<file path="src/mtk_pkg.sv">
package mtk_pkg;
  localparam int CLK_PERIOD_NS = 8;
  localparam longint NS_PER_S = 64'd1000000000;
  localparam longint CLK_HZ = NS_PER_S / CLK_PERIOD_NS;

  localparam int DELAY_LONG_US = 33000;
  localparam int DELAY_SHORT_US = 10000;
  localparam int DELAY_CONST_LIMIT_US = 500;
  localparam int STREAM_LIMIT_S = 30;
  localparam int TONE_HZ = 900;
  localparam int TAIL_MS = 8;
  localparam int MS_US = 1000;

  localparam int DELAY_LONG_CYC = DELAY_LONG_US * 1000 / CLK_PERIOD_NS;
  localparam int DELAY_SHORT_CYC = DELAY_SHORT_US * 1000 / CLK_PERIOD_NS;
  // One cycle below the limit so the delay stays strictly shorter.
  localparam int DELAY_CONST_CYC = DELAY_CONST_LIMIT_US * 1000 / CLK_PERIOD_NS - 1;
  localparam longint STREAM_CYC = STREAM_LIMIT_S * NS_PER_S / CLK_PERIOD_NS;
  localparam int TONE_HALF_CYC = int'(CLK_HZ / (2 * TONE_HZ));
  localparam int MS_CYC = MS_US * 1000 / CLK_PERIOD_NS;
  localparam int TAIL_CYC = TAIL_MS * MS_CYC;

  localparam logic [11:0] REG_STATUS = 12'h000;
  localparam logic [11:0] REG_CONFIG = 12'h004;
  localparam logic [11:0] REG_IDLE = 12'h008;
  localparam logic [15:0] IDLE_MS_RESET = 16'h000a;

  localparam int SW_AUTO = 0;
  localparam int SW_DELAY = 1;
  localparam int SW_CARRIER = 2;
  localparam int SW_TAIL = 3;
  localparam int SW_GUARD = 4;
  localparam int SW_WIRING = 5;
  localparam int SW_TX_TERM = 6;
  localparam int SW_RX_TERM = 7;

  localparam int ST_CTS = 0;
  localparam int ST_CARRIER = 1;
  localparam int ST_TONE = 2;
  localparam int ST_LOCK = 3;
  localparam int ST_AUTO_RTS = 4;
  localparam int ST_TX_TERM = 5;
  localparam int ST_RX_EN = 6;
  localparam int ST_WAIT = 7;

  localparam int CF_PORT_RS232 = 8;
  localparam int CF_V23 = 9;
  localparam int CF_VALID = 10;

  typedef enum logic [2:0] {
    MTK_IDLE,
    MTK_TRAIN,
    MTK_SEND,
    MTK_TAIL,
    MTK_LOCK
  } mtk_state_t;
endpackage

</file>
<file path="src/mtk_timer.sv">
`timescale 1ns/1ns
`default_nettype none
module mtk_timer #(
  parameter int W = 32
) (
  input wire logic pclk,
  input wire logic presetn,
  input wire logic clr,
  input wire logic en,
  input wire logic [W-1:0] limit,
  output logic done
);
  typedef struct packed {
    logic [W-1:0] cnt;
  } mtk_tmr_t;

  mtk_tmr_t s;
  mtk_tmr_t next_s;

  // Done is a pure decode of the count so callers may use it in their
  // own next-state logic without forming a loop.
  assign done = (s.cnt >= limit);

  always_comb begin
    next_s = s;
    if (clr) begin
      next_s.cnt = '0;
    end else if (en && !done) begin
      next_s.cnt = s.cnt + {{(W-1){1'b0}}, 1'b1};
    end
  end

  always_ff @(posedge pclk or negedge presetn) begin
    if (!presetn) begin
      s <= '0;
    end else begin
      s <= next_s;
    end
  end
endmodule
`default_nettype wire

</file>
<file path="src/mtk_keying.sv">
// Implementation choices: the register addresses and the APB interface to the registers.
`timescale 1ns/1ns
`default_nettype none
module mtk_keying #(
  parameter int unsigned DELAY_LONG = mtk_pkg::DELAY_LONG_CYC,
  parameter int unsigned DELAY_SHORT = mtk_pkg::DELAY_SHORT_CYC,
  parameter int unsigned DELAY_CONST = mtk_pkg::DELAY_CONST_CYC,
  parameter int unsigned STREAM_LIMIT = 32'(mtk_pkg::STREAM_CYC),
  parameter int unsigned TONE_HALF = mtk_pkg::TONE_HALF_CYC,
  parameter int unsigned TAIL_LEN = mtk_pkg::TAIL_CYC,
  parameter int unsigned MS_LEN = mtk_pkg::MS_CYC
) (
  input wire logic pclk,
  input wire logic presetn,
  input wire logic psel,
  input wire logic penable,
  input wire logic pwrite,
  input wire logic [11:0] paddr,
  input wire logic [31:0] pwdata,
  output logic [31:0] prdata,
  output logic pready,
  output logic pslverr,
  input wire logic [7:0] config_switch_bank,
  input wire logic host_port_select,
  input wire logic v23_mode_select,
  input wire logic rs232_rts,
  input wire logic rs232_txd,
  input wire logic rs485_txd,
  output logic rs232_enable,
  output logic rs485_enable,
  output logic cts,
  output logic line_txd,
  output logic carrier_on,
  output logic tail_tone,
  output logic tail_tone_active,
  output logic half_duplex,
  output logic rx_enable,
  output logic tx_term_600,
  output logic rx_term_600
);
  import mtk_pkg::*;

  if (DELAY_LONG == 0 || DELAY_SHORT == 0 || DELAY_CONST == 0) begin : g_chk_delay
    $error("Handshake delays must be at least one cycle.");
  end
  if (STREAM_LIMIT == 0 || TONE_HALF == 0 || TAIL_LEN == 0 || MS_LEN == 0) begin : g_chk_tmr
    $error("Timer lengths must be at least one cycle.");
  end
  // The guard must outlast the longest training, or no transfer could ever start.
  if (STREAM_LIMIT <= DELAY_LONG + 1) begin : g_chk_guard
    $error("Stream limit must exceed the longest handshake delay.");
  end
  // A tail shorter than one tone period would put no full tone cycle on the line.
  if (TAIL_LEN < 2 * TONE_HALF) begin : g_chk_tail
    $error("Tail must hold at least one full tone period.");
  end
  // Constant carrier exists to shorten the handshake, so its delay is the least.
  if (DELAY_CONST >= DELAY_SHORT || DELAY_SHORT > DELAY_LONG) begin : g_chk_order
    $error("Handshake delays must rise from constant to short to long.");
  end

  typedef struct packed {
    logic cfg_valid;
    logic [7:0] sw;
    logic port_rs232;
    logic v23;
    mtk_state_t st;
    logic auto_rts;
    logic prev_rts;
    logic line_txd;
    logic tone;
    logic [15:0] idle_cnt;
    logic [15:0] idle_limit;
    logic [31:0] prdata;
  } mtk_regs_t;

  mtk_regs_t s;
  mtk_regs_t next_s;

  logic host_rts;
  logic host_txd;
  logic rts_eff;
  logic const_carrier;
  logic dly_done;
  logic stream_done;
  logic tail_done;
  logic tone_done;
  logic ms_done;
  logic [31:0] dly_limit;
  logic in_tx;
  logic [31:0] status_word;
  logic [31:0] config_word;
  logic unmapped;

  // The RS-485 port carries no request line, so that host relies on the
  // automatic mode to raise a request.
  assign host_txd = s.port_rs232 ? rs232_txd : rs485_txd;
  assign host_rts = s.port_rs232 ? rs232_rts : 1'b0;
  assign rts_eff = s.sw[SW_AUTO] ? s.auto_rts : host_rts;
  assign const_carrier = s.sw[SW_CARRIER];
  assign in_tx = (s.st == MTK_TRAIN) || (s.st == MTK_SEND);

  always_comb begin
    if (const_carrier) begin
      dly_limit = DELAY_CONST;
    end else if (s.v23) begin
      dly_limit = DELAY_LONG;
    end else if (s.sw[SW_DELAY]) begin
      dly_limit = DELAY_LONG;
    end else begin
      dly_limit = DELAY_SHORT;
    end
  end

  mtk_timer #(.W(32)) u_dly (
    .pclk(pclk),
    .presetn(presetn),
    .clr(s.st != MTK_TRAIN),
    .en(s.st == MTK_TRAIN),
    .limit(dly_limit),
    .done(dly_done)
  );

  mtk_timer #(.W(32)) u_stream (
    .pclk(pclk),
    .presetn(presetn),
    .clr(!in_tx || !s.sw[SW_GUARD]),
    .en(in_tx),
    .limit(STREAM_LIMIT),
    .done(stream_done)
  );

  mtk_timer #(.W(32)) u_tail (
    .pclk(pclk),
    .presetn(presetn),
    .clr(s.st != MTK_TAIL),
    .en(s.st == MTK_TAIL),
    .limit(TAIL_LEN),
    .done(tail_done)
  );

  mtk_timer #(.W(32)) u_tone (
    .pclk(pclk),
    .presetn(presetn),
    .clr((s.st != MTK_TAIL) || tone_done),
    .en(s.st == MTK_TAIL),
    .limit(TONE_HALF - 32'd1),
    .done(tone_done)
  );

  // Millisecond tick for the idle timer; restarts on every space bit so
  // the idle interval is measured from the last activity.
  mtk_timer #(.W(32)) u_ms (
    .pclk(pclk),
    .presetn(presetn),
    .clr(ms_done || !host_txd || !s.auto_rts),
    .en(s.auto_rts),
    .limit(MS_LEN - 32'd1),
    .done(ms_done)
  );

  assign unmapped = (paddr != REG_STATUS) && (paddr != REG_CONFIG) && (paddr != REG_IDLE);

  always_comb begin
    status_word = 32'h0000_0000;
    status_word[ST_CTS] = (s.st == MTK_SEND);
    status_word[ST_CARRIER] = carrier_on;
    status_word[ST_TONE] = (s.st == MTK_TAIL);
    status_word[ST_LOCK] = (s.st == MTK_LOCK);
    status_word[ST_AUTO_RTS] = s.auto_rts;
    status_word[ST_TX_TERM] = tx_term_600;
    status_word[ST_RX_EN] = rx_enable;
    status_word[ST_WAIT] = (s.st == MTK_TRAIN);
    config_word = 32'h0000_0000;
    config_word[7:0] = s.sw;
    config_word[CF_PORT_RS232] = s.port_rs232;
    config_word[CF_V23] = s.v23;
    config_word[CF_VALID] = s.cfg_valid;
  end

  always_comb begin
    next_s = s;
    next_s.prev_rts = rts_eff;

    // Straps are caught on the first edge after reset and never again.
    if (!s.cfg_valid) begin
      next_s.cfg_valid = 1'b1;
      next_s.sw = config_switch_bank;
      next_s.port_rs232 = !host_port_select;
      next_s.v23 = v23_mode_select;
    end

    // Space on the data line counts as activity; idle is mark.
    if (s.cfg_valid && s.sw[SW_AUTO]) begin
      if (!host_txd) begin
        next_s.auto_rts = 1'b1;
        next_s.idle_cnt = 16'h0000;
      end else if (s.auto_rts && ms_done) begin
        if (s.idle_cnt + 16'h0001 >= s.idle_limit) begin
          next_s.auto_rts = 1'b0;
          next_s.idle_cnt = 16'h0000;
        end else begin
          next_s.idle_cnt = s.idle_cnt + 16'h0001;
        end
      end
    end else begin
      next_s.auto_rts = 1'b0;
      next_s.idle_cnt = 16'h0000;
    end

    case (s.st)
      MTK_IDLE: begin
        if (s.cfg_valid && rts_eff) begin
          next_s.st = MTK_TRAIN;
        end
      end
      MTK_TRAIN: begin
        if (!rts_eff) begin
          next_s.st = MTK_IDLE;
        end else if (s.sw[SW_GUARD] && stream_done) begin
          next_s.st = MTK_LOCK;
        end else if (dly_done) begin
          next_s.st = MTK_SEND;
        end
      end
      MTK_SEND: begin
        if (s.sw[SW_GUARD] && stream_done) begin
          next_s.st = MTK_LOCK;
        end else if (!rts_eff) begin
          if (s.sw[SW_TAIL] && !s.v23 && !const_carrier) begin
            next_s.st = MTK_TAIL;
          end else begin
            next_s.st = MTK_IDLE;
          end
        end
      end
      MTK_TAIL: begin
        if (tail_done) begin
          next_s.st = MTK_IDLE;
        end else if (rts_eff) begin
          next_s.st = MTK_TRAIN;
        end
      end
      MTK_LOCK: begin
        if (s.prev_rts && !rts_eff) begin
          next_s.st = MTK_IDLE;
        end
      end
      default: begin
        next_s.st = MTK_IDLE;
      end
    endcase

    // Data reach the line only once clear-to-send is granted; mark otherwise.
    next_s.line_txd = (next_s.st == MTK_SEND) ? host_txd : 1'b1;

    if (s.st == MTK_TAIL) begin
      if (tone_done) begin
        next_s.tone = !s.tone;
      end
    end else begin
      next_s.tone = 1'b0;
    end

    if (psel && !penable) begin
      case (paddr)
        REG_STATUS: next_s.prdata = status_word;
        REG_CONFIG: next_s.prdata = config_word;
        REG_IDLE: next_s.prdata = {16'h0000, s.idle_limit};
        default: next_s.prdata = 32'h0000_0000;
      endcase
    end
    if (psel && penable && pwrite && (paddr == REG_IDLE)) begin
      // Zero would drop the request at once, so it is held at one.
      next_s.idle_limit = (pwdata[15:0] == 16'h0000) ? 16'h0001 : pwdata[15:0];
    end
  end

  always_ff @(posedge pclk or negedge presetn) begin
    if (!presetn) begin
      s <= '{cfg_valid: 1'b0, sw: 8'h00, port_rs232: 1'b1, v23: 1'b0,
             st: MTK_IDLE, auto_rts: 1'b0, prev_rts: 1'b0, line_txd: 1'b1,
             tone: 1'b0, idle_cnt: 16'h0000,
             idle_limit: IDLE_MS_RESET, prdata: 32'h0000_0000};
    end else begin
      s <= next_s;
    end
  end

  assign pready = 1'b1;
  assign pslverr = psel && penable && unmapped;
  assign prdata = s.prdata;

  assign rs232_enable = s.cfg_valid && s.port_rs232;
  assign rs485_enable = s.cfg_valid && !s.port_rs232;
  assign cts = (s.st == MTK_SEND);
  assign line_txd = s.line_txd;
  // A lockout silences even a constant carrier until the host lets go.
  assign carrier_on = s.cfg_valid && (const_carrier ? (s.st != MTK_LOCK)
                      : (in_tx || (s.st == MTK_TAIL)));
  assign tail_tone = s.tone;
  assign tail_tone_active = (s.st == MTK_TAIL);
  assign half_duplex = s.sw[SW_WIRING];
  assign rx_enable = s.cfg_valid && !(s.sw[SW_WIRING] && carrier_on);
  assign tx_term_600 = s.sw[SW_TX_TERM] ? (rts_eff && s.st != MTK_LOCK) : 1'b1;
  assign rx_term_600 = s.sw[SW_RX_TERM];
endmodule
`default_nettype wire

</file>
<file path="config.mk">
export PLATFORM = sky130hd
export DESIGN_NAME = mtk_keying
export DESIGN_NICKNAME = d
export VERILOG_FILES = /design/src/mtk_pkg.sv /design/src/mtk_timer.sv /design/src/mtk_keying.sv
export SDC_FILE = /design/constraint.sdc
export NUM_CORES = 1
export LEC_CHECK = 0
export BUFFER_PORTS_ARGS = -buffer_cell sky130_fd_sc_hd__buf_2
export CORE_ASPECT_RATIO = 1.25
export CORE_UTILIZATION = 54
export CTS_BUF_LIST = sky130_fd_sc_hd__clkbuf_8 sky130_fd_sc_hd__clkbuf_16
export CTS_CLUSTER_DIAMETER = 40
export DETAILED_ROUTE_END_ITERATION = 8
export PLACE_DENSITY = 0.85
export SYNTH_ARGS = -nofsm -noshare
export SYNTH_HDL_FRONTEND = slang
export SYNTH_SLANG_ARGS = --single-unit
</file>
<file path="constraint.sdc">
create_clock -name pclk -period 3.15 [get_ports pclk]
set_input_delay 0.315 -clock pclk [delete_from_list [all_inputs] [get_ports pclk]]
set_output_delay 0.315 -clock pclk [all_outputs]
set_load 0.005 [all_outputs]
</file>
==> flow_summary.json <==
{
  "dpl.hpwl_mm": 15.8,
  "synth-async-reset-ratio_pct": 100,
  "place_area_sq_um": 11900,
  "core_sq_um": 20200,
  "hold_viol_final": 0,
  "fmax_mhz": 328,
  "gp_congestion": 0.839,
  "fin_skew_ns": 0.0173,
  "ys_seq_area_share_pct": 50.5,
  "power_density_nw_per_um2": 515,
  "drtAntennaViolNets": 0,
  "synth_edf_count": 0,
  "synth_area_per_cell_sq_um": 9.86,
  "ir_drop_uv": 430,
  "grt_pass1_vias": 8557,
  "synth_seq_cells": 226,
  "chipHeight_um": 163,
  "vias": 8553,
  "synth_top_area_share_pct": 49.6,
  "rows": 58,
  "period_minus_slack_ns": 3.05,
  "intPower_mw": 5.18,
  "end_kind": "register",
  "clock_sink_count": 226,
  "grt_pass1_wl_mm": 39.9,
  "synthesis.area_sq_um": 11200,
  "fin_ws_ns": 0.103,
  "fin_hold_ws_ns": 0.0159,
  "cts_inserted_buffers": 30,
  "final_area_sq_um": 13200,
  "status": "completed",
  "tritoncts": "yes",
  "slew_headroom_pct": 44.7,
  "layout.nets": 1366,
  "p_clk_share_pct": 51.0,
  "ys.flop_type": "dfrtp_1",
  "finalSetupViolations": 0,
  "slew_violations": 0,
  "crit_type": "register to register",
  "required_ns": 3.61,
  "sequentialPowerShare_pct": 44.0,
  "grtUsageTotal_pct": 23.2,
  "die_w_um": 131,
  "placed_cells": 1484,
  "num-fill-cells": 1489,
  "syn_to_final_growth_pct": 17.5,
  "die_area_sq_um": 21300,
  "vias_per_cell": 5.50,
  "rsz0062_at_grt": "true",
  "tightest_slew_ns": 0.825,
  "n_antenna_cell": 0,
  "p_leak_nw": 5.93,
  "hp-class": "input pin to register",
  "critPathMaxFanout": 4,
  "p_total_mw": 6.78,
  "p_sw_share_pct": 23.7,
  "drt-total-wl_mm": 23.4,
  "power.switching_mw": 1.61,
  "drc": 0,
  "yosysUniqueCellTypes": 67,
  "htree_levels": 1,
  "antenna_found_initial": 1,
  "ios": 107,
  "clk_latency_ns": 0.55,
  "firstDrtPassIters": 5,
  "ys_top_cells_by_area": "dfrtp_1, nor2_1, xnor2_1",
  "port_buffers": 73,
  "netlist_instances": 1137,
  "cts_root_buffer": "clkbuf_16",
  "ys_warn_count": 0,
  "wire_per_inst_um": 15.0,
  "finalCritPeriodShare_pct": 96.7,
  "initial_utilization_pct": 55.4,
  "cts.clk_slew.worst_paths_ns": 0.06,
  "cts.path.max_buffers": 3,
  "drt_iter0_markers": 586,
  "grt_max_degree": 103,
  "synth_area_leader_cell": "dfrtp_1",
  "overflow": 0,
  "stdcell_count": 1555,
  "arrival_ns": 3.51,
  "drv_cap": 0,
  "pre_cts_ws_ns": -0.0236,
  "layout-drive-gt1-share_pct": 15.4,
  "startpoint_type": "register",
  "p_comb_share_pct": 5.0
}
[cell type report]
type                    instances  area, sq um  area share (%)
flip-flops and latches        226         5660            43.0
multi-input cells             837         5180            39.3
clock buffers                  32          790            6.00
repair buffers                113          734            5.58
well taps                     270          338            2.57
clock inverters                24          265            2.01
inverters                      53          199            1.51
[synth_stat cells (4+ instances only)]
cell type	number
o211ai_1	5
or4_1	6
buf_4	33
nand2b_1	10
a22oi_1	5
or3_1	11
mux2_2	10
buf_2	7
nor2_1	154
and4_1	7
dfrtp_1	222
nand3_1	49
nor4_1	24
inv_1	53
nor2b_1	5
nor3_2	4
nand4_1	29
and3_1	15
nand2_1	94
xnor2_1	62
xor2_1	39
o31ai_1	8
a21oi_1	39
nor3_1	22
ha_1	43
clkbuf_1	24
and2_1	24
a22o_1	6
mux2i_1	8
a21o_1	6
a211oi_1	4
a41oi_1	4
dfstp_2	4
nand3b_1	4
o21ai_0	52
[placed cells by master (no fill, tap or decap), types with 22 or more instances in the layout]
cell type / count
xnor2_1: 62
a21oi_1: 39
dfrtp_1: 221
ha_1: 43
clkbuf_16: 31
and2_1: 24
conb_1: 48
nor3_1: 22
nor4_1: 24
nand3_1: 49
nand2_1: 94
o21ai_0: 49
inv_1: 54
xor2_1: 38
buf_2: 72
nor2_1: 152
buf_4: 25
nand4_1: 29
[power by group through the flow]
stage          logic, mW  registers [mW]  clock network (mW)
3_3_place_gp       0.313            3.03                   0
2_1_floorplan      0.173            3.02                   0
3_5_place_dp       0.321            3.03                   0
5_1_grt            0.383            2.98                3.64
6_report           0.341            2.98                3.46
4_1_cts            0.339            2.98                3.52
[through the flow]
| stage | TNS [ns] | util [%] |
|---|---|---|
| 6_report | 0 | 65.0 |
| 3_3_place_gp | 0 | 58.9 |
| 3_5_place_dp | -0.0438 | 58.9 |
| 2_1_floorplan | 0 | - |
| 5_1_grt | -0.459 | 65.0 |
| 4_1_cts | 0 | 64.8 |
[critical path, stage by stage (launching register included)]
cell and delay (ns):
dfrtp_1 0.40, ha_1 0.20, and3_4 0.20, and3_4 0.20, and3_4 0.22, nand3_1 0.10
xnor2_1 0.16, ha_1 0.19, a21o_1 0.17, a21o_1 0.19, a211oi_2 0.22, o211ai_1 0.21
or4_1 0.42, o21ai_0 0.09
[worst paths after layout]
kind / from / cells after the start / end / slack, ns
max: s[48] / 13 / s[57] / 0.10
min: config_switch_bank[1] / 2 / config_word[1] / 0.02
max reg2reg: s[48] / 13 / s[57] / 0.10
min reg2reg: u_tone.s[0] / 1 / u_tone.s[0] / 0.47
max in group asynchronous: presetn / 3 / u_stream.s[6] / 1.94
min in group asynchronous: presetn / 2 / u_tone.s[1] / 0.40
[metal layers]
metal	global-route usage, %	up-vias	share of wire, %
li1	-	4089	-
met1	29.6	4210	42
met2	39.6	188	51
met3	3.80	64	4.2
met4	8.25	2	2.9
met5	0	-	0.056
[cell families (layout without fill, tap and decap cells)]
kind of cell    count (synthesis)  after routing  share of synthesized area (%)
xor+xnor                      101            101                           7.89
buf+inv                       120            222                           5.27
simple gates                  474            474                           21.1
mux                            18             18                           1.72
fa+ha+maj                      43             43                           4.80
flops                         226            226                           50.5
compound gates                153            153                           8.66
other cells                     2             48                         0.0670
[state kept, by name (all words and copies together) (netlist names), 9 cells and up]
signal and flops:
u_dly.s 32, config_word 9, prdata 16, u_stream.s 32, u_ms.s 32, u_tail.s 32, u_tone.s 32, s 37
[timing repair]
action                                 4_1_cts  5_1_grt
setup endpoints to repair                    9       18
hold buffers                                12        0
endpoints found under the hold margin      106        0
pin swaps                                    2        3
setup buffers                                2        1
resized for setup                            1       14
No activity file was read; power rests on OpenSTA's default activity.
